## config.mk

```make
export PLATFORM = sky130hd
export DESIGN_NAME = jtag_tap_boundary_scan
export DESIGN_NICKNAME = d
export VERILOG_FILES = /design/src/core/jtag_tap_boundary_scan.v /design/src/core/tap_fsm.v
export VERILOG_INCLUDE_DIRS = /design/src /design/src/core
export SDC_FILE = /design/constraint.sdc
export NUM_CORES = 1
export LEC_CHECK = 0
export ABC_AREA = 1
export BUFFER_PORTS_ARGS = -buffer_cell sky130_fd_sc_hd__buf_2
export CAP_MARGIN = 10
export CORE_MARGIN = 10
export CORE_UTILIZATION = 28
export DETAILED_ROUTE_END_ITERATION = 8
export PLACE_DENSITY = 0.44
export SYNTH_ARGS = -nofsm -noshare
export SYNTH_HDL_FRONTEND = slang
export SYNTH_HIERARCHICAL = 1
export SYNTH_SLANG_ARGS = --single-unit
```

## constraint.sdc

```tcl
create_clock -name mclk -period 1.6 [get_ports mclk]
set_clock_uncertainty 0.15 [all_clocks]
set_input_delay 0 -clock mclk [delete_from_list [all_inputs] [get_ports mclk]]
set_output_delay 0 -clock mclk [all_outputs]
set_load 0.02 [all_outputs]
```

## src/core/jtag_tap_regs.vh

```
`ifndef JTAG_TAP_REGS_VH
`define JTAG_TAP_REGS_VH

// Instruction width and codes
`define IR_WIDTH 5
`define INSN_IDENT 5'h01
`define INSN_SAMPLE_PRELOAD 5'h02
`define INSN_EXTEST 5'h03
`define INSN_BYPASS 5'h1f
// Capture value of the instruction path: status bits, low two fixed 01
`define IR_CAPTURE_LSB 2'b01
// Identification word width
`define ID_WIDTH 32
// Reset-pin filter length in mclk cycles
`define RST_SYNC_STAGES 2

`endif

```

## src/core/jtag_tap_boundary_scan.v

```verilog
// Contract
// - Sample mode-select and data-in on clock rise
// - Data-out changes only on clock fall
// - Logic runs from mclk; test clock sampled as an async input
// - Shift least significant bit first
// - Data-out high impedance outside shift states
// - Five-bit instruction selects data path
// - One clock pulse enables test pins
// - Five mode-select highs reach reset state
// - One low from reset goes idle
// - Reset pin low releases test pins
// - Status bits shift out during instruction
// - Update-IR latches the shifted instruction
// - Capture loads inputs, shift outputs them
// - Latched outputs change only at Update-DR
// - Update-IR may go straight to scan
// - Identification instruction active after reset
// - External test drives latches immediately; preload
// - Service bus instruction keeps clocks in sleep
// - Code 0x01 selects 32-bit identification
// - 0x02 sample/preload, 0x03 external test
`timescale 1ns/10ps
`default_nettype none
`include "jtag_tap_regs.vh"

module jtag_tap_boundary_scan #(
    parameter BSR_LEN = 8,
    parameter [31:0] ID_WORD = 32'h1234_5679 // Arbitrary identity value
) (
    input wire mclk,
    input wire resetn,
    input wire tckPin,
    input wire tmsPin,
    input wire tdiPin,
    input wire extResetn,
    output reg tdoOut_ff,
    output reg tdoOen_n_ff,
    output reg pinsTestMode_ff,
    input wire [BSR_LEN-1:0] pinInputs,
    input wire [BSR_LEN-1:0] coreOutputs,
    output reg [BSR_LEN-1:0] pinOutputs_ff,
    output reg [`IR_WIDTH-1:0] activeInsn_ff,
    output reg keepClocks_ff,
    input wire sleepReq,
    input wire [2:0] statusBits
);

localparam TLR = 4'h0;
localparam CDR = 4'h3;
localparam SDR = 4'h4;
localparam UDR = 4'h8;
localparam CIR = 4'ha;
localparam SIR = 4'hb;
localparam UIR = 4'hf;
localparam [`IR_WIDTH-1:0] SAB_BASE = 5'h10;

// Data path selector codes
localparam [1:0] PATH_BYPASS = 2'h0;
localparam [1:0] PATH_IDENT = 2'h1;
localparam [1:0] PATH_BSR = 2'h2;

////////////////////////////////////////////////////////////////////////////////
// Pin synchronisers: the test clock is just another async input
reg [1:0] tckSync_ff;
reg [1:0] tmsSync_ff;
reg [1:0] tdiSync_ff;
reg [1:0] rstSync_ff;
reg tckPrev_ff;
wire tckRise;
wire tckFall;

// Test clock: only the second stage and its delayed copy are read
always @(posedge mclk) begin
    if (!resetn) begin
        tckSync_ff <= 2'b00;
        tckPrev_ff <= 1'b0;
    end else begin
        tckSync_ff <= {tckSync_ff[0], tckPin};
        tckPrev_ff <= tckSync_ff[1];
    end
end

assign tckRise = tckSync_ff[1] & ~tckPrev_ff;
assign tckFall = ~tckSync_ff[1] & tckPrev_ff;

// Idle high, as the lines float high with no controller attached
always @(posedge mclk) begin
    if (!resetn) begin
        tmsSync_ff <= 2'b11;
    end else begin
        tmsSync_ff <= {tmsSync_ff[0], tmsPin};
    end
end

always @(posedge mclk) begin
    if (!resetn) begin
        tdiSync_ff <= 2'b11;
    end else begin
        tdiSync_ff <= {tdiSync_ff[0], tdiPin};
    end
end

// Starts asserted so the pins stay released until the pin is seen high
always @(posedge mclk) begin
    if (!resetn) begin
        rstSync_ff <= 2'b00;
    end else begin
        rstSync_ff <= {rstSync_ff[0], extResetn};
    end
end

// Same depth as the clock, so tms and tdi are taken at the detected rise
wire tmsIn = tmsSync_ff[1];
wire tdiIn = tdiSync_ff[1];
wire extRstLow = ~rstSync_ff[1];

////////////////////////////////////////////////////////////////////////////////
// Controller
wire [3:0] tapState;

tap_fsm uFsm (
    .mclk(mclk),
    .resetn(resetn),
    .tckRise(tckRise),
    .tmsIn(tmsIn),
    .state_ff(tapState)
);

////////////////////////////////////////////////////////////////////////////////
// Pin ownership: first clock pulse claims, reset pin low releases
reg nxt_pinsTestMode;

// Release wins over a claim in the same cycle
always @* begin
    if (extRstLow) begin
        nxt_pinsTestMode = 1'b0;
    end else if (tckRise) begin
        nxt_pinsTestMode = 1'b1;
    end else begin
        nxt_pinsTestMode = pinsTestMode_ff;
    end
end

always @(posedge mclk) begin
    if (!resetn) begin
        pinsTestMode_ff <= 1'b0;
    end else begin
        pinsTestMode_ff <= nxt_pinsTestMode;
    end
end

////////////////////////////////////////////////////////////////////////////////
// State decode
wire inTestReset = (tapState == TLR);
wire inCaptureIr = (tapState == CIR);
wire inShiftIr = (tapState == SIR);
wire inUpdateIr = (tapState == UIR);
wire inCaptureDr = (tapState == CDR);
wire inShiftDr = (tapState == SDR);
wire inUpdateDr = (tapState == UDR);
wire shiftActive = inShiftIr | inShiftDr;

////////////////////////////////////////////////////////////////////////////////
// Instruction path
reg [`IR_WIDTH-1:0] irShift_ff;

// Shift stage: capture status, then one tdi bit per rise
always @(posedge mclk) begin
    if (!resetn) begin
        irShift_ff <= `INSN_IDENT;
    end else if (tckRise && inCaptureIr) begin
        irShift_ff <= {statusBits, `IR_CAPTURE_LSB};
    end else if (tckRise && inShiftIr) begin
        irShift_ff <= {tdiIn, irShift_ff[`IR_WIDTH-1:1]};
    end
end

// Parallel stage: a scan alone never changes the active instruction
always @(posedge mclk) begin
    if (!resetn) begin
        activeInsn_ff <= `INSN_IDENT;
    end else if (tckRise && inTestReset) begin
        activeInsn_ff <= `INSN_IDENT;
    end else if (tckRise && inUpdateIr) begin
        activeInsn_ff <= irShift_ff;
    end
end

////////////////////////////////////////////////////////////////////////////////
// Data registers
wire selId = (activeInsn_ff == `INSN_IDENT);
wire selBsr = (activeInsn_ff == `INSN_SAMPLE_PRELOAD) ||
    (activeInsn_ff == `INSN_EXTEST);
wire extestOn = (activeInsn_ff == `INSN_EXTEST);
reg [1:0] pathSel;

// Anything not decoded falls through to the one-bit path
always @* begin
    if (selId) begin
        pathSel = PATH_IDENT;
    end else if (selBsr) begin
        pathSel = PATH_BSR;
    end else begin
        pathSel = PATH_BYPASS;
    end
end

reg [`ID_WIDTH-1:0] idShift_ff;
reg [BSR_LEN-1:0] bsrShift_ff;
reg [BSR_LEN-1:0] bsrLatch_ff;
reg bypass_ff;

always @(posedge mclk) begin
    if (!resetn) begin
        idShift_ff <= {`ID_WIDTH{1'b0}};
    end else if (tckRise && inCaptureDr) begin
        idShift_ff <= ID_WORD;
    end else if (tckRise && inShiftDr && pathSel == PATH_IDENT) begin
        idShift_ff <= {tdiIn, idShift_ff[`ID_WIDTH-1:1]};
    end
end

// Pin levels are captured whichever boundary instruction is active
always @(posedge mclk) begin
    if (!resetn) begin
        bsrShift_ff <= {BSR_LEN{1'b0}};
    end else if (tckRise && inCaptureDr) begin
        bsrShift_ff <= pinInputs;
    end else if (tckRise && inShiftDr && pathSel == PATH_BSR) begin
        bsrShift_ff <= {tdiIn, bsrShift_ff[BSR_LEN-1:1]};
    end
end

// Output latch: shifting alone never disturbs the pins
always @(posedge mclk) begin
    if (!resetn) begin
        bsrLatch_ff <= {BSR_LEN{1'b0}};
    end else if (tckRise && inUpdateDr && pathSel == PATH_BSR) begin
        bsrLatch_ff <= bsrShift_ff;
    end
end

always @(posedge mclk) begin
    if (!resetn) begin
        bypass_ff <= 1'b0;
    end else if (tckRise && inCaptureDr) begin
        bypass_ff <= 1'b0;
    end else if (tckRise && inShiftDr && pathSel == PATH_BYPASS) begin
        bypass_ff <= tdiIn;
    end
end

// External test takes the pins the moment it is active
reg [BSR_LEN-1:0] nxt_pinOutputs;

always @* begin
    if (extestOn) begin
        nxt_pinOutputs = bsrLatch_ff;
    end else begin
        nxt_pinOutputs = coreOutputs;
    end
end

always @(posedge mclk) begin
    if (!resetn) begin
        pinOutputs_ff <= {BSR_LEN{1'b0}};
    end else begin
        pinOutputs_ff <= nxt_pinOutputs;
    end
end

////////////////////////////////////////////////////////////////////////////////
// Serial output, updated on the fall so the far end samples a stable bit
reg tdoBit;
reg nxt_tdoOen_n;

always @* begin
    if (inShiftIr) begin
        tdoBit = irShift_ff[0];
    end else begin
        case (pathSel)
            PATH_IDENT: tdoBit = idShift_ff[0];
            PATH_BSR: tdoBit = bsrShift_ff[0];
            default: tdoBit = bypass_ff;
        endcase
    end
end

// Driver stays off while the pins belong to normal I/O
always @* begin
    nxt_tdoOen_n = ~(pinsTestMode_ff & shiftActive);
end

always @(posedge mclk) begin
    if (!resetn) begin
        tdoOut_ff <= 1'b0;
    end else if (tckFall) begin
        tdoOut_ff <= tdoBit;
    end
end

always @(posedge mclk) begin
    if (!resetn) begin
        tdoOen_n_ff <= 1'b1;
    end else if (tckFall) begin
        tdoOen_n_ff <= nxt_tdoOen_n;
    end
end

////////////////////////////////////////////////////////////////////////////////
// Sleep clock hold: latched at sleep entry from the active instruction
reg sleepPrev_ff;
wire sleepEntry = sleepReq & ~sleepPrev_ff;

always @(posedge mclk) begin
    if (!resetn) begin
        sleepPrev_ff <= 1'b0;
    end else begin
        sleepPrev_ff <= sleepReq;
    end
end

// Decided once at entry; a load made during sleep does not wake the clocks
always @(posedge mclk) begin
    if (!resetn) begin
        keepClocks_ff <= 1'b0;
    end else if (!sleepReq) begin
        keepClocks_ff <= 1'b0;
    end else if (sleepEntry) begin
        keepClocks_ff <= (activeInsn_ff >= SAB_BASE);
    end
end

endmodule // jtag_tap_boundary_scan

`default_nettype wire

```

## src/core/tap_fsm.v

```verilog
`timescale 1ns/10ps
`default_nettype none

// Sixteen-state test access controller, advanced once per test-clock rise
module tap_fsm (
    input wire mclk,
    input wire resetn,
    input wire tckRise,
    input wire tmsIn,
    output reg [3:0] state_ff
);

localparam TLR = 4'h0, RTI = 4'h1, SDS = 4'h2, CDR = 4'h3, SDR = 4'h4, E1D = 4'h5,
    PDR = 4'h6, E2D = 4'h7, UDR = 4'h8, SIS = 4'h9, CIR = 4'ha, SIR = 4'hb,
    E1I = 4'hc, PIR = 4'hd, E2I = 4'he, UIR = 4'hf;

reg [3:0] nxt_state;

always @* begin
    case (state_ff)
        TLR: nxt_state = tmsIn ? TLR : RTI;
        RTI: nxt_state = tmsIn ? SDS : RTI;
        SDS: nxt_state = tmsIn ? SIS : CDR;
        CDR: nxt_state = tmsIn ? E1D : SDR;
        SDR: nxt_state = tmsIn ? E1D : SDR;
        E1D: nxt_state = tmsIn ? UDR : PDR;
        PDR: nxt_state = tmsIn ? E2D : PDR;
        E2D: nxt_state = tmsIn ? UDR : SDR;
        UDR: nxt_state = tmsIn ? SDS : RTI;
        SIS: nxt_state = tmsIn ? TLR : CIR;
        CIR: nxt_state = tmsIn ? E1I : SIR;
        SIR: nxt_state = tmsIn ? E1I : SIR;
        E1I: nxt_state = tmsIn ? UIR : PIR;
        PIR: nxt_state = tmsIn ? E2I : PIR;
        E2I: nxt_state = tmsIn ? UIR : SIR;
        UIR: nxt_state = tmsIn ? SDS : RTI;
        default: nxt_state = TLR;
    endcase
end

always @(posedge mclk) begin
    if (!resetn) begin
        state_ff <= TLR;
    end else if (tckRise) begin
        state_ff <= nxt_state;
    end
end

endmodule // tap_fsm

`default_nettype wire

```

==> results.md <==
Clocking:
- The clock network latency to the later pin of the worst-skew pair is 0.34 ns.
- The tree is rooted in a sky130_fd_sc_hd__clkbuf_16.
- The number of H-tree levels is 3.
- The TritonCTS sink count is 85.
- TritonCTS built the clock tree.
- The maximum clock insertion buffer count is 2.
- Clock-pin slew was measured on the worst setup and hold paths at 0.06 ns.
- The number of buffers created by CTS is 9.

Synthesis:
- The number of flip-flops and latches in the synthesized netlist is 85.
- The top cell type's share of synthesized area is 0.488.
- The synthesized netlist occupies a cell area of 3490 um2.
- Yosys printed 6 warnings.
- The gate count after technology mapping is 470.
- Of the synthesized area, sequential elements account for 0.488.
- The post-synth net total is 496.
- The largest area contributor in the synthesized netlist is sky130_fd_sc_hd__dfxtp_1.
- Each instance of the synthesized netlist takes up on average 7.42 um2.
- Ranked by total cell area, the synthesized netlist is headed by sky130_fd_sc_hd__dfxtp_1, sky130_fd_sc_hd__nor2_1, sky130_fd_sc_hd__nand2_1.
- The synthesized netlist contains 29 unique library cells.

Worst setup path:
- The delay of the slowest critical-path stage is 0.63 ns.
- The most repeated library cell on the critical path is sky130_fd_sc_hd__dlygate4sd3_1.
- For flop-to-flop paths, the worst setup slack is 0.08 ns.
- The maximum fanout along the worst path is 4.
- The worst setup path is launched from an input pin.
- On the critical path the largest part of the delay comes from buffers and inverters.
- The start-to-end type of the worst setup path is in2reg.
- The critical path goes through buf_2 -> dlygate4sd3_1 -> clkinv_1 -> dlygate4sd3_1 -> a21oi_1.
- Counting both buffers and inverters, the worst setup path holds a total of 4.
- Data on the critical path is required at its endpoint by 1.73 ns.
- On the critical path, the stage with the largest delay is an instance of sky130_fd_sc_hd__dlygate4sd3_1.
- The worst setup path is captured at a register.
- The critical path data arrival time is 1.65 ns.

Global routing:
- The first global-routing pass estimated 15000 um of wire.
- Summed over all layers, the global routing overflow is 0.
- The maximum number of pins on one net before global-route repair is 24.
- The number of antenna violations at the first check in global routing is 0.
- The number of global-route vias before repair was 3156.
- In the global route stage, overall resource usage came out at 0.103.

Floorplan:
- The placeable core region is 12100 um2.
- The die outline width is 132 um.
- The initial utilization of the core area, before any placement, comes to 0.288.
- The floorplan step defined a die boundary enclosing 17300 um2.
- The die is 132 um tall.
- For this design the top-level I/O count stands at 43.
- The count of standard-cell rows is 40.

Pwr:
- The share of total power dissipated in the clock network is 0.491.
- For this design the static power due to leakage is 2.08 nW.
- The power density over cell area is 986 nW/um2.
- The share of total power dissipated in sequential elements is 0.460.
- The internal power is 0.00371 W.
- The maximum VDD drop is 0.350 mV.
- For this design the total switching power over the nets is 0.000964 W.
- Of the total power, the share spent switching nets is 0.206.
- The share of total power dissipated in combinational logic is 0.049.

Finish:
- The most common library cell in the layout ignoring fill and taps is sky130_fd_sc_hd__dfxtp_1.
- In the layout the commonest cells are sky130_fd_sc_hd__dfxtp_1, sky130_fd_sc_hd__nand2_1, sky130_fd_sc_hd__nor2_1, sky130_fd_sc_hd__inv_1, sky130_fd_sc_hd__a21oi_1.
- For this run, the post-layout net count is 590.
- The non-filler instance count after layout is 737.
- Counting the fill cells in the layout gives 1288.
- The ratio of cells with drive above 1 in the final layout is 0.232.
- With fillers left out, the area of the finished cells amounts to 4740 um2.
- Compared with the post-synthesis result, the final layout area differs by 35.8%.
- The repair_antennas step left the layout with diodes totalling 0.

Routing:
- The top routing layer in use is met4.
- The DRC violation count after routing is 0.
- The detailed-routing iteration count for the pre-antenna-repair pass is 4.
- Dividing the detail-routed via count by the number of cells gives 4.35.
- The routed design uses 270 um of met3 wire.
- The total detailed-routing wirelength is 8540 um.
- The final route contains 3208 vias.
- Dividing the detail-routed wire length by the instance count gives 11.6 um.
- The detailed route wirelength on metal2 is 4150 um.
- The count of routing violations after the opening detailed-route iteration is 150.
- The number of nets with antenna violations after routing is 0.
- In the final routing, the length of wire on met1 measures 3970 um.

Status:
- The run finished with clean final reports.

Timing:
- The transition time at the pin with the least slew margin is 0.392 ns.
- Setup repair after global routing could not meet its margin everywhere.
- Setup total negative slack on the finished layout was measured at 0 ns.
- The minimum period implied by the final worst setup slack is 1.52 ns.
- Timing would allow up to 657 MHz.
- The headroom to the max-slew limit is 0.738.
- The number of setup violations in the final report is 0.
- The max-slew violation count is 0.
- The number of endpoints with negative hold slack in the final report came to 0.
- The final period utilization is 0.951.

Placed design:
- In this run the cell area measured after placement is 4030 um2.
- The placer's final routability congestion estimate is 0.814.
- In this run the tool buffered the top-level ports with 42 buffer cells.
- After detailed placement, the design holds a cell count of 690.
- Once detailed placement completed, the half-perimeter wirelength came to 6020 um.

Flow run:
- The tool flagged a number of max-cap violations equal to 0.

Hold path:
- The worst min-delay path category is in2reg.
==> power by group through the flow <==
| stage | Clock (W) | Sequential, W | Combinational, W |
|---|---|---|---|
| 2_1_floorplan | 0 | 0.00221 | 0.0000823 |
| 3_3_place_gp | 0 | 0.00219 | 0.000173 |
| 3_5_place_dp | 0 | 0.00219 | 0.000174 |
| 4_1_cts | 0.00238 | 0.00215 | 0.000228 |
| 5_1_grt | 0.00246 | 0.00215 | 0.000259 |
| 6_report | 0.00229 | 0.00215 | 0.000229 |
==> through the flow <==
step           hold WS, ns  worst slack [ns]  utilization  total power [W]
3_5_place_dp        0.0387            0.0189        0.332          0.00237
3_3_place_gp        0.0361            0.0108        0.332          0.00237
5_1_grt             0.0360           -0.0304        0.391          0.00486
6_report            0.0206            0.0782        0.391          0.00467
2_1_floorplan      -0.0565            0.0137            -          0.00229
4_1_cts             0.0223            0.0214        0.383          0.00475
==> cell type report <==
class | count | area (um2) | share of cell area
clock buffer | 11 | 253 | 0.0533
clock inverter | 5 | 82.6 | 0.0174
inverter | 59 | 225 | 0.0475
multi-input combinational | 310 | 1520 | 0.320
sequential | 85 | 1710 | 0.360
tap | 168 | 210 | 0.0444
timing repair buffer | 99 | 746 | 0.157
==> cells by family (layout without fill, tap and decap cells) <==
group           Yosys count  in the layout  synth area share
compound gates          116            116             0.174
flops                    85             85             0.488
simple gates            194            194             0.245
buf+inv                  75            174            0.0939
==> state kept, by name, summed over array words and instances, names as in the netlist, 2 cells and up <==
| name | count |
|---|---|
| tckSync_ff | 2 |
| uFsm/state_ff | 4 |
| tdiSync_ff | 2 |
| tmsSync_ff | 2 |
| rstSync_ff | 2 |
| activeInsn_ff | 5 |
| pinOutputs_ff | 8 |
| bsrLatch_ff | 8 |
| irShift_ff | 5 |
| bsrShift_ff | 8 |
| idShift_ff | 32 |
==> final timing paths <==
path,start,depth (start not counted),endpoint
max,resetn,5,tdoOut_ff$_SDFFE_PN0P_
min,resetn,5,bypass_ff$_SDFFE_PP0P_
min reg2reg,tdiSync_ff[0]$_SDFF_PN1_,1,tdiSync_ff[1]$_SDFF_PN1_
max reg2reg,tckSync_ff[1]$_SDFF_PN0_,9,uFsm/state_ff[0]$_SDFFE_PN0P_
==> synthesized netlist by cell type (all sizes together) <==
| cell type | number |
|---|---|
| nand3b | 1 |
| nor3 | 3 |
| nand2 | 78 |
| clkinv | 2 |
| nor2 | 80 |
| clkbuf | 6 |
| buf | 10 |
| o21ai | 65 |
| or2 | 4 |
| inv | 57 |
| o211a | 1 |
| o211ai | 2 |
| a31oi | 1 |
| o2111a | 1 |
| nand4 | 2 |
| nand3 | 26 |
| a21oi | 46 |
| dfxtp | 85 |
==> timing repair <==
item,CTS,global route
endpoints found under the setup margin,1,53
hold buffers,27,0
cloned,0,0
pin swaps,2,3
buffers inserted,1,3
hold endpoints to repair,37,0
gates resized for setup,2,26
==> routing by layer <==
layer | up-vias | track usage
met5 | - | 0
met2 | 37 | 0.175
met4 | 0 | 0.0426
met3 | 13 | 0.0271
met1 | 1452 | 0.119
li1 | 1706 | -
==> worst reg2reg max path, cell delays in order, from the launching register on <==
cell and delay [ns]:
sky130_fd_sc_hd__dfxtp_2 0.35, sky130_fd_sc_hd__buf_4 0.13, sky130_fd_sc_hd__inv_2 0.04, sky130_fd_sc_hd__nor2_4 0.10
sky130_fd_sc_hd__buf_4 0.13, sky130_fd_sc_hd__buf_4 0.13, sky130_fd_sc_hd__inv_1 0.08, sky130_fd_sc_hd__a21oi_1 0.12
sky130_fd_sc_hd__o21ai_1 0.08, sky130_fd_sc_hd__a21oi_1 0.13
Note: power is estimated with default switching activity, not from simulation.
